File: config.mk
export PLATFORM = sky130hd
export DESIGN_NAME = cpss_core_regs
export DESIGN_NICKNAME = d
export VERILOG_FILES = /design/src/core/cpss_pkg.sv /design/src/core/cpss_port_latch.sv /design/src/core/cpss_core_regs.sv
export VERILOG_INCLUDE_DIRS = /design/src /design/src/core
export SDC_FILE = /design/constraint.sdc
export NUM_CORES = 1
export LEC_CHECK = 0
export BUFFER_PORTS_ARGS = -buffer_cell sky130_fd_sc_hd__buf_4
export CORE_MARGIN = 2
export CORE_UTILIZATION = 50
export DETAILED_ROUTE_END_ITERATION = 8
export HOLD_SLACK_MARGIN = 0.06
export PLACE_DENSITY = 0.77
export SLEW_MARGIN = 20
export SYNTH_ARGS = -nofsm -noshare
export SYNTH_HDL_FRONTEND = slang
export SYNTH_SLANG_ARGS = --single-unit
File: constraint.sdc
create_clock -name ref_clk -period 3 [get_ports ref_clk]
set_input_delay 0.15 -clock ref_clk [delete_from_list [all_inputs] [get_ports ref_clk]]
set_output_delay 0.15 -clock ref_clk [all_outputs]
set_load 0.05 [all_outputs]
File: src/core/cpss_consts.svh
// constants for the core port / stack / data pointer register bank
// assumes an 8-bit register address space shared with other core registers
// Operation
// RULE1 - four 8-bit port latches drive 32 quasi-bidirectional lines
// RULE2 - reset loads every port latch with all ones (input mode)
// RULE3 - port three bits 5..0 carry timer, interrupt and serial functions
// RULE4 - port three bit 1 carries serial data, or shift clock in mode zero
// RULE5 - stack pointer resets to seven; first push lands at eight
// RULE6 - push pre-increments pointer, pop post-decrements it
// RULE7 - calls and interrupts push return address; returns pop it
// RULE8 - data pointer is 16 bits, bytes at separate addresses
// RULE9 - data pointer supports 16-bit immediate load and carry increment
// RULE10 - data pointer supplies 16-bit address for data, code, indirect jumps
// RULE11 - both data pointer bytes reset to zero
// RULE12 - power control bit 1 set enters power-down
// RULE13 - power control bit 0 set enters idle
// RULE14 - power control bit 7 doubles serial baud rate
// RULE15 - power control bits 3 and 2 are plain software flags
// RULE16 - power control bits 6..4 read zero, writes ignored
// RULE17 - idle or power-down bit clears on leaving that mode
`ifndef CPSS_CONSTS_SVH
`define CPSS_CONSTS_SVH
`define CPSS_ADDR_PORT0     8'h80
`define CPSS_ADDR_SP        8'h81
`define CPSS_ADDR_DPL       8'h82
`define CPSS_ADDR_DPH       8'h83
`define CPSS_ADDR_PWR       8'h87
`define CPSS_ADDR_PORT1     8'h90
`define CPSS_ADDR_PORT2     8'hA0
`define CPSS_ADDR_PORT3     8'hB0
`define CPSS_PORT_RESET     8'hFF
`define CPSS_SP_RESET       8'h07
`define CPSS_DP_RESET       16'h0000
`define CPSS_PWR_RESET      8'h00
`define CPSS_PWR_WMASK      8'h8F
`define CPSS_PWR_BAUD_DOUBLER_BIT   7
`define CPSS_PWR_GF1_BIT    3
`define CPSS_PWR_GF0_BIT    2
`define CPSS_PWR_PD_BIT     1
`define CPSS_PWR_IDL_BIT    0
`define CPSS_P3_T1_BIT      5
`define CPSS_P3_T0_BIT      4
`define CPSS_P3_INT1_BIT    3
`define CPSS_P3_INT0_BIT    2
`define CPSS_P3_TXD_BIT     1
`define CPSS_P3_RXD_BIT     0
`endif

File: src/core/cpss_pkg.sv
// types for the core port / stack / data pointer register bank
// assumes cpss_consts.svh for numeric constants
package cpss_pkg;
  typedef enum logic [2:0] {
    CPSS_STACK_NONE = 3'b001,
    CPSS_STACK_PUSH = 3'b010,
    CPSS_STACK_POP  = 3'b100
  } cpss_stack_op_type;
  typedef enum logic [2:0] {
    CPSS_PWR_RUN  = 3'b001,
    CPSS_PWR_IDLE = 3'b010,
    CPSS_PWR_DOWN = 3'b100
  } cpss_pwr_state_type;
endpackage : cpss_pkg

File: src/core/cpss_port_latch.sv
// one 8-bit quasi-bidirectional port latch with pin readback
// assumes pins sampled synchronous to ref_clk; latch one lets pin float high
`timescale 1ns/100ps
`include "cpss_consts.svh"
module cpss_port_latch #(
  parameter logic [7:0] RESET_VALUE = `CPSS_PORT_RESET
) (
  input  wire logic       ref_clk,
  input  wire logic       rst_n,
  input  wire logic       clkEn,
  input  wire logic       wrEn,
  input  wire logic [7:0] wrData,
  input  wire logic [7:0] altOut,
  input  wire logic [7:0] pinIn,
  output logic      [7:0] latchQ,
  output logic      [7:0] pinOut,
  output logic      [7:0] pinOe,
  output logic      [7:0] pinSample
);
  logic [7:0] latchReg;
  logic [7:0] latchNext;
  logic [7:0] driveNext;
  logic [7:0] sampleReg;
  always_comb begin
    latchNext = wrEn ? wrData : latchReg;
    // a line drives low only when latch or alternate output asks for zero
    driveNext = latchNext & altOut; // RULE1
  end
  always_ff @(posedge ref_clk or negedge rst_n) begin
    if (!rst_n) begin
      latchReg  <= RESET_VALUE; // RULE2
      pinOut    <= 8'h00;
      pinOe     <= 8'h00;
      sampleReg <= 8'hFF;
    end else if (clkEn) begin
      latchReg  <= latchNext;
      pinOut    <= 8'h00;
      pinOe     <= ~driveNext;
      sampleReg <= pinIn;
    end
  end
  assign latchQ    = latchReg;
  assign pinSample = sampleReg;
endmodule : cpss_port_latch

File: src/core/cpss_core_regs.sv
// core port, stack pointer, data pointer and power control registers
// assumes core register bus: one-cycle write strobe, registered read data
`timescale 1ns/100ps
`include "cpss_consts.svh"
module cpss_core_regs
  import cpss_pkg::*;
#(
  parameter int PORT_COUNT = 4
) (
  input  wire logic        ref_clk,
  input  wire logic        rst_n,
  input  wire logic        clkEn,
  input  wire logic [7:0]  regAddr,
  input  wire logic        regWr,
  input  wire logic        regRd,
  input  wire logic [7:0]  regWrData,
  output logic      [7:0]  regRdData,
  output logic             regHit,
  input  wire logic        stackPush,
  input  wire logic        stackPop,
  input  wire logic [15:0] dataPtrLoadValue,
  input  wire logic        dataPtrLoad,
  input  wire logic        dataPtrInc,
  input  wire logic [7:0]  accValue,
  output logic      [7:0]  stackAddr,
  output logic      [15:0] dataPtrAddr,
  output logic      [15:0] jumpAddr,
  input  wire logic        serialTxData,
  input  wire logic        serialShiftClk,
  input  wire logic        serialModeZero,
  input  wire logic        wakeInterrupt,
  output logic             timerOneCountInput,
  output logic             timerZeroCountInput,
  output logic             externalInterruptOneLine,
  output logic             externalInterruptZeroLine,
  output logic             serialRxData,
  output logic             baudDoubler,
  output logic             haltClockRequest,
  output logic             powerDownRequest,
  input  wire logic [31:0] portPinIn,
  output logic      [31:0] portPinOut,
  output logic      [31:0] portPinOe
);
  logic [7:0]  stackPointerReg;
  logic [7:0]  stackPointerNext;
  logic [15:0] dataPointerReg;
  logic [15:0] dataPointerNext;
  logic [7:0]  powerCtrlReg;
  logic [7:0]  powerCtrlNext;
  cpss_pwr_state_type pwrStateReg;
  cpss_pwr_state_type pwrStateNext;
  cpss_stack_op_type  stackOp;
  logic [7:0]  rdDataNext;
  logic        hitNext;
  logic [7:0]  stackAddrNext;
  logic [15:0] jumpAddrNext;
  logic [3:0]  portWrEn;
  logic [3:0]  ctrlWrEn;
  logic [7:0]  portSample [4];
  logic [7:0]  portAlt [4];
  logic [7:0]  p3Sample;
  logic        txdNext;

  function automatic logic [3:0] port_select(input logic [7:0] addr);
    if (addr == `CPSS_ADDR_PORT0) begin
      port_select = 4'h1;
    end else if (addr == `CPSS_ADDR_PORT1) begin
      port_select = 4'h2;
    end else if (addr == `CPSS_ADDR_PORT2) begin
      port_select = 4'h4;
    end else if (addr == `CPSS_ADDR_PORT3) begin
      port_select = 4'h8;
    end else begin
      port_select = 4'h0;
    end
  endfunction : port_select

  // one-hot select of the non-port registers, shared by every write path
  function automatic logic [3:0] ctrl_select(input logic [7:0] addr);
    if (addr == `CPSS_ADDR_SP) begin
      ctrl_select = 4'h1;
    end else if (addr == `CPSS_ADDR_DPL) begin
      ctrl_select = 4'h2;
    end else if (addr == `CPSS_ADDR_DPH) begin
      ctrl_select = 4'h4;
    end else if (addr == `CPSS_ADDR_PWR) begin
      ctrl_select = 4'h8;
    end else begin
      ctrl_select = 4'h0;
    end
  endfunction : ctrl_select

  // pin buses, write enables and the address map are built for four ports
  if (PORT_COUNT != 4) begin : g_port_count_check
    $error("cpss_core_regs: PORT_COUNT must be 4");
  end

  always_comb begin
    portWrEn = regWr ? port_select(regAddr) : 4'h0;
    ctrlWrEn = regWr ? ctrl_select(regAddr) : 4'h0;
    // transmit line shows shift clock in serial mode zero
    txdNext  = serialModeZero ? serialShiftClk : serialTxData; // RULE4
    portAlt[0] = 8'hFF;
    portAlt[1] = 8'hFF;
    portAlt[2] = 8'hFF;
    portAlt[3] = 8'hFF;
    portAlt[3][`CPSS_P3_TXD_BIT] = txdNext; // RULE3
  end

  genvar gi;
  generate
    for (gi = 0; gi < PORT_COUNT; gi++) begin : g_port
      cpss_port_latch #(
        .RESET_VALUE (`CPSS_PORT_RESET)
      ) u_port (
        .ref_clk   (ref_clk),
        .rst_n     (rst_n),
        .clkEn     (clkEn),
        .wrEn      (portWrEn[gi]),
        .wrData    (regWrData),
        .altOut    (portAlt[gi]),
        .pinIn     (portPinIn[gi*8 +: 8]),
        .latchQ    (),
        .pinOut    (portPinOut[gi*8 +: 8]),
        .pinOe     (portPinOe[gi*8 +: 8]),
        .pinSample (portSample[gi])
      ); // RULE1
    end
  endgenerate

  always_comb begin
    p3Sample = portSample[3];
  end

  // stack pointer: register write wins over a simultaneous stack operation
  always_comb begin
    if (stackPush) begin
      stackOp = CPSS_STACK_PUSH;
    end else if (stackPop) begin
      stackOp = CPSS_STACK_POP;
    end else begin
      stackOp = CPSS_STACK_NONE;
    end
    stackPointerNext = stackPointerReg;
    stackAddrNext    = stackPointerReg;
    case (stackOp)
      CPSS_STACK_PUSH: begin
        stackPointerNext = stackPointerReg + 8'h01; // RULE6
        stackAddrNext    = stackPointerReg + 8'h01; // RULE7
      end
      CPSS_STACK_POP: begin
        stackPointerNext = stackPointerReg - 8'h01; // RULE6
        stackAddrNext    = stackPointerReg; // RULE7
      end
      default: begin
        stackPointerNext = stackPointerReg;
      end
    endcase
    if (ctrlWrEn[0]) begin
      stackPointerNext = regWrData;
    end
  end

  // data pointer
  always_comb begin
    dataPointerNext = dataPointerReg;
    if (dataPtrLoad) begin
      dataPointerNext = dataPtrLoadValue; // RULE9
    end else if (dataPtrInc) begin
      dataPointerNext = dataPointerReg + 16'h0001; // RULE9
    end else if (ctrlWrEn[1]) begin
      dataPointerNext = {dataPointerReg[15:8], regWrData}; // RULE8
    end else if (ctrlWrEn[2]) begin
      dataPointerNext = {regWrData, dataPointerReg[7:0]}; // RULE8
    end
    jumpAddrNext = dataPointerNext + {8'h00, accValue}; // RULE10
  end

  // power control and mode tracking
  always_comb begin
    powerCtrlNext = powerCtrlReg;
    pwrStateNext  = pwrStateReg;
    if (ctrlWrEn[3]) begin
      powerCtrlNext = regWrData & `CPSS_PWR_WMASK; // RULE15 RULE16
    end
    case (pwrStateReg)
      CPSS_PWR_RUN: begin
        if (powerCtrlNext[`CPSS_PWR_PD_BIT]) begin
          pwrStateNext = CPSS_PWR_DOWN; // RULE12
        end else if (powerCtrlNext[`CPSS_PWR_IDL_BIT]) begin
          pwrStateNext = CPSS_PWR_IDLE; // RULE13
        end
      end
      CPSS_PWR_IDLE: begin
        if (wakeInterrupt) begin
          pwrStateNext = CPSS_PWR_RUN;
          powerCtrlNext[`CPSS_PWR_IDL_BIT] = 1'b0; // RULE17
        end
      end
      CPSS_PWR_DOWN: begin
        // only reset leaves power-down
        pwrStateNext = CPSS_PWR_DOWN;
      end
      default: begin
        pwrStateNext = CPSS_PWR_RUN;
      end
    endcase
  end

  // read decode
  always_comb begin
    hitNext    = 1'b1;
    rdDataNext = 8'h00;
    if (regAddr == `CPSS_ADDR_PORT0) begin
      rdDataNext = portSample[0];
    end else if (regAddr == `CPSS_ADDR_PORT1) begin
      rdDataNext = portSample[1];
    end else if (regAddr == `CPSS_ADDR_PORT2) begin
      rdDataNext = portSample[2];
    end else if (regAddr == `CPSS_ADDR_PORT3) begin
      rdDataNext = portSample[3];
    end else if (regAddr == `CPSS_ADDR_SP) begin
      rdDataNext = stackPointerReg;
    end else if (regAddr == `CPSS_ADDR_DPL) begin
      rdDataNext = dataPointerReg[7:0]; // RULE8
    end else if (regAddr == `CPSS_ADDR_DPH) begin
      rdDataNext = dataPointerReg[15:8]; // RULE8
    end else if (regAddr == `CPSS_ADDR_PWR) begin
      rdDataNext = powerCtrlReg & `CPSS_PWR_WMASK; // RULE16
    end else begin
      hitNext = 1'b0;
    end
    if (!regRd) begin
      rdDataNext = 8'h00;
      hitNext    = 1'b0;
    end
  end

  always_ff @(posedge ref_clk or negedge rst_n) begin
    if (!rst_n) begin
      stackPointerReg <= `CPSS_SP_RESET; // RULE5
      stackAddr       <= `CPSS_SP_RESET;
    end else if (clkEn) begin
      stackPointerReg <= stackPointerNext;
      stackAddr       <= stackAddrNext;
    end
  end

  always_ff @(posedge ref_clk or negedge rst_n) begin
    if (!rst_n) begin
      dataPointerReg <= `CPSS_DP_RESET; // RULE11
      dataPtrAddr    <= `CPSS_DP_RESET;
      jumpAddr       <= 16'h0000;
    end else if (clkEn) begin
      dataPointerReg <= dataPointerNext;
      dataPtrAddr    <= dataPointerNext; // RULE10
      jumpAddr       <= jumpAddrNext;
    end
  end

  // requests follow the next state so they rise on the edge that takes the write
  always_ff @(posedge ref_clk or negedge rst_n) begin
    if (!rst_n) begin
      powerCtrlReg     <= `CPSS_PWR_RESET; // RULE17
      pwrStateReg      <= CPSS_PWR_RUN;
      baudDoubler      <= 1'b0;
      haltClockRequest <= 1'b0;
      powerDownRequest <= 1'b0;
    end else if (clkEn) begin
      powerCtrlReg     <= powerCtrlNext;
      pwrStateReg      <= pwrStateNext;
      baudDoubler      <= powerCtrlNext[`CPSS_PWR_BAUD_DOUBLER_BIT]; // RULE14
      haltClockRequest <= (pwrStateNext == CPSS_PWR_IDLE); // RULE13
      powerDownRequest <= (pwrStateNext == CPSS_PWR_DOWN); // RULE12
    end
  end

  always_ff @(posedge ref_clk or negedge rst_n) begin
    if (!rst_n) begin
      regRdData <= 8'h00;
      regHit    <= 1'b0;
    end else if (clkEn) begin
      regRdData <= rdDataNext;
      regHit    <= hitNext;
    end
  end

  // alternates idle high like a released line; two cycles from pin to output
  always_ff @(posedge ref_clk or negedge rst_n) begin
    if (!rst_n) begin
      timerOneCountInput        <= 1'b1;
      timerZeroCountInput       <= 1'b1;
      externalInterruptOneLine  <= 1'b1;
      externalInterruptZeroLine <= 1'b1;
      serialRxData              <= 1'b1;
    end else if (clkEn) begin
      timerOneCountInput        <= p3Sample[`CPSS_P3_T1_BIT]; // RULE3
      timerZeroCountInput       <= p3Sample[`CPSS_P3_T0_BIT]; // RULE3
      externalInterruptOneLine  <= p3Sample[`CPSS_P3_INT1_BIT]; // RULE3
      externalInterruptZeroLine <= p3Sample[`CPSS_P3_INT0_BIT]; // RULE3
      serialRxData              <= p3Sample[`CPSS_P3_RXD_BIT]; // RULE3
    end
  end
endmodule : cpss_core_regs

Word-level counts from Yosys, hierarchy flattened
Index checks and enable logic that the tools add are counted.
Storage, ports and cells
  register bits: 169
  bits of input ports: 85
  output and inout bits: 121
Cells by class
  add/sub/neg operators: 4
  eq/ne operators: 15
  muxes and demuxes: 49
  bitwise gates (word level): 5
  reductions and logical operators: 3
Operators by type and width (number)
  8-bit two-way mux: 16
  8-bit equality test (second input constant): 8
  16-bit two-way mux: 4
  4-bit two-way mux: 10
  8-bit NOT: 4
  16-bit by 1-bit adder with 16-bit output (second input constant): 1
  16-bit by 8-bit adder with 16-bit output: 1
  8-bit case mux with 2 select lines: 1
  3-bit two-way mux: 5
  1-bit two-way mux: 12
  3-bit by 2-bit equality test with 1-bit output (second input constant): 3
  3-bit equality test (second input constant): 3
  3-bit case mux with 3 select lines: 1
  8-bit by 1-bit adder with 8-bit output (second input constant): 1
  8-bit AND: 1
  8-bit by 1-bit subtractor with 8-bit output (second input constant): 1
  2-bit AND reduction: 2
  3-bit by 1-bit equality test with 1-bit output (second input constant): 1
  3-bit nonzero test: 1

Depth between registers and ports, before layout
Gate-level depths: netlist of run 1.
  depth after elaboration: 11
  gate-level depth with buffers: 15

Modules after synthesis
A second synthesis of run 1 with hierarchy kept.
Unflattened totals
  cell total of the unflattened synthesis: 901
  area total of the unflattened synthesis: 9616.7 µm²
By module, submodules not included
  cpss_core_regs: times used 1, cells each 589, area each 5182.5 µm², seq. area each 1816.7 µm²
  cpss_port_latch: times used 4, cells each 78, area each 1108.6 µm², seq. area each 620.6 µm²

Least setup slack after synthesis of run 1
OpenSTA, ideal clock, no wires.
  path type: input port to flip-flop
  start: input port regAddr[4]
  end: register jumpAddr[10]
  setup time: 82 ps
  data arrival time: 3513 ps
  path slack: -595 ps
  cell stages on the path: 15
  path buffers: 1
  cell sequence: buf_2 > or4b_2 > nand4_1 > mux2_2 > o21ai_0 > o21ai_0 > ha_1 > fa_1 > a21o_1 > a21oi_1 > nor2b_1 > o21a_1 > o21a_1 > a31o_2 > a31oi_1
On the way
  elaborated cells between the ends (all ways): 12
RTL lines
  from (decl): line cpss_core_regs.sv:13  | input wire logic [7:0] regAddr,
  8-bit equality test (no line)
  4-bit two-way mux: line cpss_core_regs.sv:84  | end else if (addr == `CPSS_ADDR_DPH) begin
  4-bit two-way mux: line cpss_core_regs.sv:82  | end else if (addr == `CPSS_ADDR_DPL) begin
  4-bit two-way mux *: line cpss_core_regs.sv:80  | if (addr == `CPSS_ADDR_SP) begin
  4-bit two-way mux *: line cpss_core_regs.sv:100  | ctrlWrEn = regWr ? ctrl_select(regAddr) : 4'h0;
  16-bit two-way mux *: line cpss_core_regs.sv:171  | end else if (ctrlWrEn[1]) begin
  16-bit two-way mux *: line cpss_core_regs.sv:169  | end else if (dataPtrInc) begin
  16-bit two-way mux *: line cpss_core_regs.sv:167  | if (dataPtrLoad) begin
  named net dataPointerNext[0]: line cpss_core_regs.sv:47  | logic [15:0] dataPointerNext;
  16-bit by 8-bit adder with 16-bit output *: line cpss_core_regs.sv:176  | jumpAddrNext = dataPointerNext + {8'h00, accValue};
  to (signal assigned): line cpss_core_regs.sv:257  | jumpAddr <= jumpAddrNext;
  to (decl): line cpss_core_regs.sv:27  | output logic [15:0] jumpAddr,
Mark *: on every way through the listed nets, which the timed path passes. The rest lies on a longest branch.
A chain may end at the register's enable or synchronous reset.

Final worst setup path of run 1
  start: input port regAddr[1]
  end: register jumpAddr[14]
The elaborated chain is that of the path after synthesis.

==> impl_metrics.env, run 1 <==
export IMPL_period_share=0.976
export IMPL_die_h_um=140
export IMPL_skew_ps=10.2
export IMPL_yosysSeqAreaShare=0.464
export IMPL_firstDrtPassIters=8
export IMPL_utilization=0.668
export IMPL_hold_class="input port to register"
export IMPL_vias=7748
export IMPL_relSlewSlack=0.513
export IMPL_ios=206
export IMPL_cp_end_kind="register"
export IMPL_fillCellCount=1360
export IMPL_drc_errors=23
export IMPL_synth_area_leader_cell="dfrtp_1"
export IMPL_synth_most_common_cell="mux2_2"
export IMPL_leakagePower_uw=0.00523
export IMPL_timing_final_max_slew_violations=0
export IMPL_dieArea_um2=19600
export IMPL_whs_ps=110
export IMPL_netlist_top_cells_count="mux2_2, dfrtp_1, dfstp_2, mux2i_1, nor2_1"
export IMPL_fin_nets=1193
export IMPL_pre_cts_slack_ps=-393
export IMPL_synthDistinctLibCells=66
export IMPL_yosys_register_bits=168
export IMPL_coreArea_um2=18100
export IMPL_numCtsBuffers=17
export IMPL_grt_pass1_vias=7625
export IMPL_finalSetupViolCount=0
export IMPL_row_count=49
export IMPL_path_clk_slew_ps=70
export IMPL_antenna_found_initial=0
export IMPL_cts_sinks=168
export IMPL_track_usage=0.267
export IMPL_fp_dieW_um=140
export IMPL_final_layout_size_suffix_gt1_frac=0.458
export IMPL_ys_top_cells_by_area="dfrtp_1, dfstp_2, mux2_2"
export IMPL_detail_route_antenna_nets=0
export IMPL_worst_setup_path_start_kind="input port"
export IMPL_area_growth_pct=30.4
export IMPL_vdd_drop_max_uv=414
export IMPL_worstPathArrival_ps=3290
export IMPL_rsz0062_at_grt="true"
export IMPL_dp_hpwl_um=18400
export IMPL_routedWlPerCell_um=19.8
export IMPL_power_uw=7370
export IMPL_ys_flop_type="dfrtp_1"
export IMPL_cap_viol_max_count=0
export IMPL_clock_fmax_mhz=342
export IMPL_yosysWarnings=0
export IMPL_root_buffer="clkbuf_16"
export IMPL_grt_max_degree=97
export IMPL_synth_async_reset_ratio=1.00
export IMPL_violations="design-rule violations"
export IMPL_dr_first_iter_drc_count=833
export IMPL_finalWeightedCongestion=0.972
export IMPL_finalWorstSetupSlack_ps=72.8
export IMPL_worst_pin_slew_ps=727
export IMPL_outcome="finished with violations"
export IMPL_netlist_area_um2=9270
export IMPL_port_buffers=173
export IMPL_path_class="input port to register"
export IMPL_critPathMaxFanout=7
export IMPL_start_util=0.512
export IMPL_critical_path_required_ps=3360
export IMPL_clock_latency_ps=430
export IMPL_p_per_area_nw_per_um2=609
export IMPL_fin_setup_tns_ps=0
export IMPL_grt_overflow=0
export IMPL_avgSynthCellArea_um2=10.8
export IMPL_grt_pass1_wl_um=41200
export IMPL_via_per_inst=5.80
export IMPL_yosys_area_top_type_share=0.248
export IMPL_htree_levels=4
export IMPL_synth_edf_count=0
export IMPL_synth_cells=859
export IMPL_period_minus_slack_ps=2930
export IMPL_cts_buffer_depth=2
export IMPL_cts_tree="built"
export IMPL_diodes=0
export IMPL_hold_viol_final=0
export IMPL_routed_wl_um=26500
==> state kept, by name, summed over array words and instances, names as in the netlist <==
| signal | cells |
|---|---|
| powerCtrlReg | 4 |
| regHit | 1 |
| stackPointerReg | 8 |
| baudDoubler | 1 |
| externalInterruptZeroLine | 1 |
| serialRxData | 1 |
| externalInterruptOneLine | 1 |
| timerZeroCountInput | 1 |
| regRdData | 8 |
| jumpAddr | 16 |
| powerDownRequest | 1 |
| stackAddr | 8 |
| g_port.u_port.latchQ | 32 |
| dataPointerReg | 16 |
| haltClockRequest | 1 |
| pwrStateReg | 3 |
| timerOneCountInput | 1 |
| g_port.u_port.pinSample | 32 |
| g_port.u_port.pinOe | 32 |
==> layer usage <==
metal / vias up / track usage / part of all wire
met5: - / 0 / 0
met1: 3790 / 0.343 / 0.40
met3: 62 / 0.0715 / 0.090
li1: 3527 / - / -
met4: 0 / 0.0994 / 0.032
met2: 369 / 0.434 / 0.48
==> worst paths after layout <==
path	from	to	slack, ps	cells after the start
max	regAddr[1]	jumpAddr[14]	70	16
min	accValue[0]	jumpAddr[0]	110	3
max reg2reg	dataPointerReg[0]	jumpAddr[14]	70	13
min reg2reg	regRdData[7]	regRdData[7]	500	2
max in group asynchronous	rst_n	dataPointerReg[10]	1920	3
min in group asynchronous	rst_n	jumpAddr[7]	150	2
==> report_power, final <==
part           switching, uW  internal [uW]
Clock                    956           1280
Combinational           1360            846
Sequential               306           2610
==> area by class of cell <==
class	instances	area, um2	share of cell area
inverters	25	93.8	0.00776
clock inverters	13	143	0.0118
flip-flops and latches	168	4310	0.357
clock buffers	19	453	0.0375
repair buffers	272	2170	0.180
well taps	229	287	0.0237
multi-input cells	611	4630	0.383
==> cells in the final DEF, fill, tap and decap left out, drive strengths merged, types with 4 or more instances in the layout <==
cell / synthesis / routed
o2111ai: 7 / 7
nand2b: 9 / 9
a21o: 4 / 4
and2: 4 / 4
o21a: 5 / 5
a211oi: 5 / 5
o31ai: 6 / 6
a221o: 9 / 9
clkbuf: 43 / 19
nand2: 48 / 48
nand3: 23 / 23
dlygate4sd3: 0 / 36
clkinv: 1 / 7
o21ai: 34 / 34
buf: 43 / 236
o211ai: 4 / 4
mux2: 124 / 124
a22oi: 12 / 12
a21oi: 42 / 42
nand4: 14 / 14
xnor2: 11 / 11
dfrtp: 92 / 92
xor2: 7 / 7
o22ai: 5 / 5
inv: 24 / 28
nor2: 56 / 56
nor4: 10 / 10
conb: 1 / 32
and3: 7 / 7
ha: 12 / 12
mux2i: 59 / 59
a31oi: 5 / 5
dfstp: 76 / 76
nor3: 17 / 17
o31a: 5 / 5
==> timing repair <==
action                                  4_1_cts  5_1_grt
hold buffers                                 36        0
gates resized for setup                       0       18
hold endpoints to repair                    105        0
endpoints found under the setup margin        0       11
setup buffers                                 0        3
==> through the flow <==
stage,area (um2),instances
after floorplan,9440,890
after global placement,11000,1266
after detailed placement,11000,1266
after CTS,12000,1334
after global routing,12100,1337
final,12100,1337
==> logic make-up (layout without fill, tap and decap cells) <==
| family | count (synthesis) | in the layout | synth area share |
|---|---|---|---|
| AO/OA/AOI/OAI | 160 | 160 | 0.114 |
| flip-flops | 168 | 168 | 0.464 |
| other | 1 | 32 | 0.000405 |
| AND/OR/NAND/NOR | 205 | 205 | 0.113 |
| XOR/XNOR | 18 | 18 | 0.0170 |
| adder cells (fa/ha/maj) | 13 | 13 | 0.0184 |
| multiplexers | 183 | 183 | 0.214 |
| buffers and inverters | 111 | 329 | 0.0585 |
==> critical path: stages <==
cell     delay [ps]
buf_6            90
or4b_4          540
nand4_1         110
buf_6           130
mux2_4          300
o21ai_2         120
o21ai_2          70
ha_2            200
fa_2            360
a21o_1          190
a21oi_2         160
nor2b_1          60
o21a_1          200
o21a_4          230
a311o_1         310
nand3_1          60
(Power assumes the default switching activity.)
==> run 2, diff against run 1 <==
- PLACE_DENSITY: 0.77 -> 0.75
- clock period: 3 -> 3.3 ns (I/O delays scaled with it)
==> run 2 against run 1 <==
The flow still finishes with violations (design-rule violations). Register-to-register slack better by 220 ps. Die area stayed put. Combinational power is 10% lower. Sequential cell count stayed put. Routed wire length is 2.6% lower. Sequential share of layout area is 0.39 points higher. Via count is 0.83% lower. Worst hold slack worse by 27 ps. Critical endpoint is now jumpAddr[10]. Largest cell class unchanged.
==> impl_metrics.env, run 2 (synthesis gave the netlist of run 1 again) <==
export IMPL_outcome="finished with violations"
export IMPL_violations="design-rule violations"
export IMPL_path_clk_slew_ps=70
export IMPL_cp_buffers_inverters=2
export IMPL_hold_class="input port to register"
export IMPL_die_h_um=140
export IMPL_fin_nets=1183
export IMPL_period_minus_slack_ps=3100
export IMPL_cts_buffer_depth=2
export IMPL_dp_hpwl_um=18300
export IMPL_timing_final_max_slew_violations=0
export IMPL_path_class="input port to register"
export IMPL_detail_route_antenna_nets=0
export IMPL_worst_setup_path_start_kind="input port"
export IMPL_root_buffer="clkbuf_16"
export IMPL_grt_pass1_wl_um=40400
export IMPL_htree_levels=4
export IMPL_grt_pass1_vias=7587
export IMPL_firstDrtPassIters=9
export IMPL_rsz0062_at_grt="false"
export IMPL_routedWlPerCell_um=19.4
export IMPL_numCtsBuffers=17
export IMPL_p_per_area_nw_per_um2=560
export IMPL_max_stage_delay_ps=570
export IMPL_cts_tree="built"
export IMPL_critical_path_required_ps=3650
export IMPL_path_cells="buf_4, or4b_4, nand4_1, buf_4, mux2_4, o21ai_0, o21ai_1, ha_2, fa_2, a21o_1, a21oi_2, nor2b_1, o21a_1, o21a_2, a31o_2, a31oi_1"
export IMPL_drc_errors=23
export IMPL_final_common_cell="buf_4"
export IMPL_power_uw=6680
export IMPL_clock_fmax_mhz=323
export IMPL_area_growth_pct=28.6
export IMPL_clock_latency_ps=430
export IMPL_leakagePower_uw=0.00516
export IMPL_dieArea_um2=19600
export IMPL_grt_overflow=0
export IMPL_start_util=0.512
export IMPL_cts_sinks=168
export IMPL_period_share=0.939
export IMPL_cp_end_kind="register"
export IMPL_final_layout_size_suffix_gt1_frac=0.435
export IMPL_coreArea_um2=18100
export IMPL_via_per_inst=5.79
export IMPL_critPathTopFamily="compound AO/OA/AOI/OAI gates"
export IMPL_antenna_found_initial=1
export IMPL_worst_path_most_repeated_cell="buf_4"
export IMPL_cap_viol_max_count=0
export IMPL_dr_first_iter_drc_count=704
export IMPL_relSlewSlack=0.379
export IMPL_finalSetupViolCount=0
export IMPL_vdd_drop_max_uv=363
export IMPL_finalWeightedCongestion=0.945
export IMPL_worst_pin_slew_ps=927
export IMPL_final_cell_mix="buf_4, mux2_2, dfrtp_1"
export IMPL_row_count=49
export IMPL_whs_ps=83.0
export IMPL_fp_dieW_um=140
export IMPL_critPathMaxFanout=7
export IMPL_worstPathArrival_ps=3450
export IMPL_port_buffers=173
export IMPL_skew_ps=9.29
export IMPL_vias=7684
export IMPL_crit_slowest_cell="or4b_4"
export IMPL_ios=206
export IMPL_grt_max_degree=78
export IMPL_hold_viol_final=0
export IMPL_track_usage=0.261
export IMPL_routed_wl_um=25800
export IMPL_reg2reg_slack_ps=290
export IMPL_post_cts_setup_buffers=0
[run 2: layout make-up]
class / count / area (um2)
flip-flops and latches: 168 / 4300
inverters: 25 / 93.8
diodes: 1 / 2.50
clock buffers: 22 / 454
clock inverters: 10 / 143
multi-input cells: 611 / 4580
well taps: 229 / 287
repair buffers: 262 / 2070
fillers: 1423 / 6160
[run 2: power by group]
| part | switching (uW) | internal, uW |
|---|---|---|
| Combinational | 1240 | 744 |
| Sequential | 259 | 2370 |
| Clock | 846 | 1220 |
| Total | 2350 | 4340 |
[run 2: worst register-to-register path, cell delays in order (launching register included)]
cell	delay, ps
dfrtp_1	460
ha_1	290
nand3_4	150
nor4_1	300
nor3_1	120
a221o_1	360
or4_4	550
or3_1	380
a221o_1	290
[run 2: what timing repair did]
action,in CTS,in global routing
gates resized for setup,0,2
endpoints found under the hold margin,81,0
setup endpoints to repair,0,5
hold buffers,33,0
[run 2: worst paths after layout]
path,from,to,depth (start not counted)
setup / recovery,regAddr[1],jumpAddr[10],16
max in group asynchronous,rst_n,externalInterruptZeroLine,3
min in group asynchronous,rst_n,jumpAddr[2],2
setup reg to reg,dataPointerReg[1],jumpAddr[13],8
hold / removal,regWrData[0],stackPointerReg[0],3
hold reg to reg,jumpAddr[12],jumpAddr[12],2
[run 2: per-layer routing]
metal  track usage  vias to the layer above  wire length, um
met4        0.0909                        0              787
met3        0.0612                       56             2200
met5             0                        -                0
li1              -                     3520                -
met2         0.413                      355            11800
met1         0.356                     3753            11000
[run 2: through the flow]
stage | TNS [ps] | cell area, um2 | setup slack, ps | std cells | util
after floorplan | 0 | 9410 | 30.5 | 890 | -
after global placement | -542 | 11000 | -129 | 1262 | 0.607
after detailed placement | -1030 | 11000 | -205 | 1262 | 0.607
after CTS | 0 | 11900 | 152 | 1327 | 0.659
after global routing | 0 | 11900 | 18.2 | 1328 | 0.659
final | 0 | 11900 | 200 | 1328 | 0.659
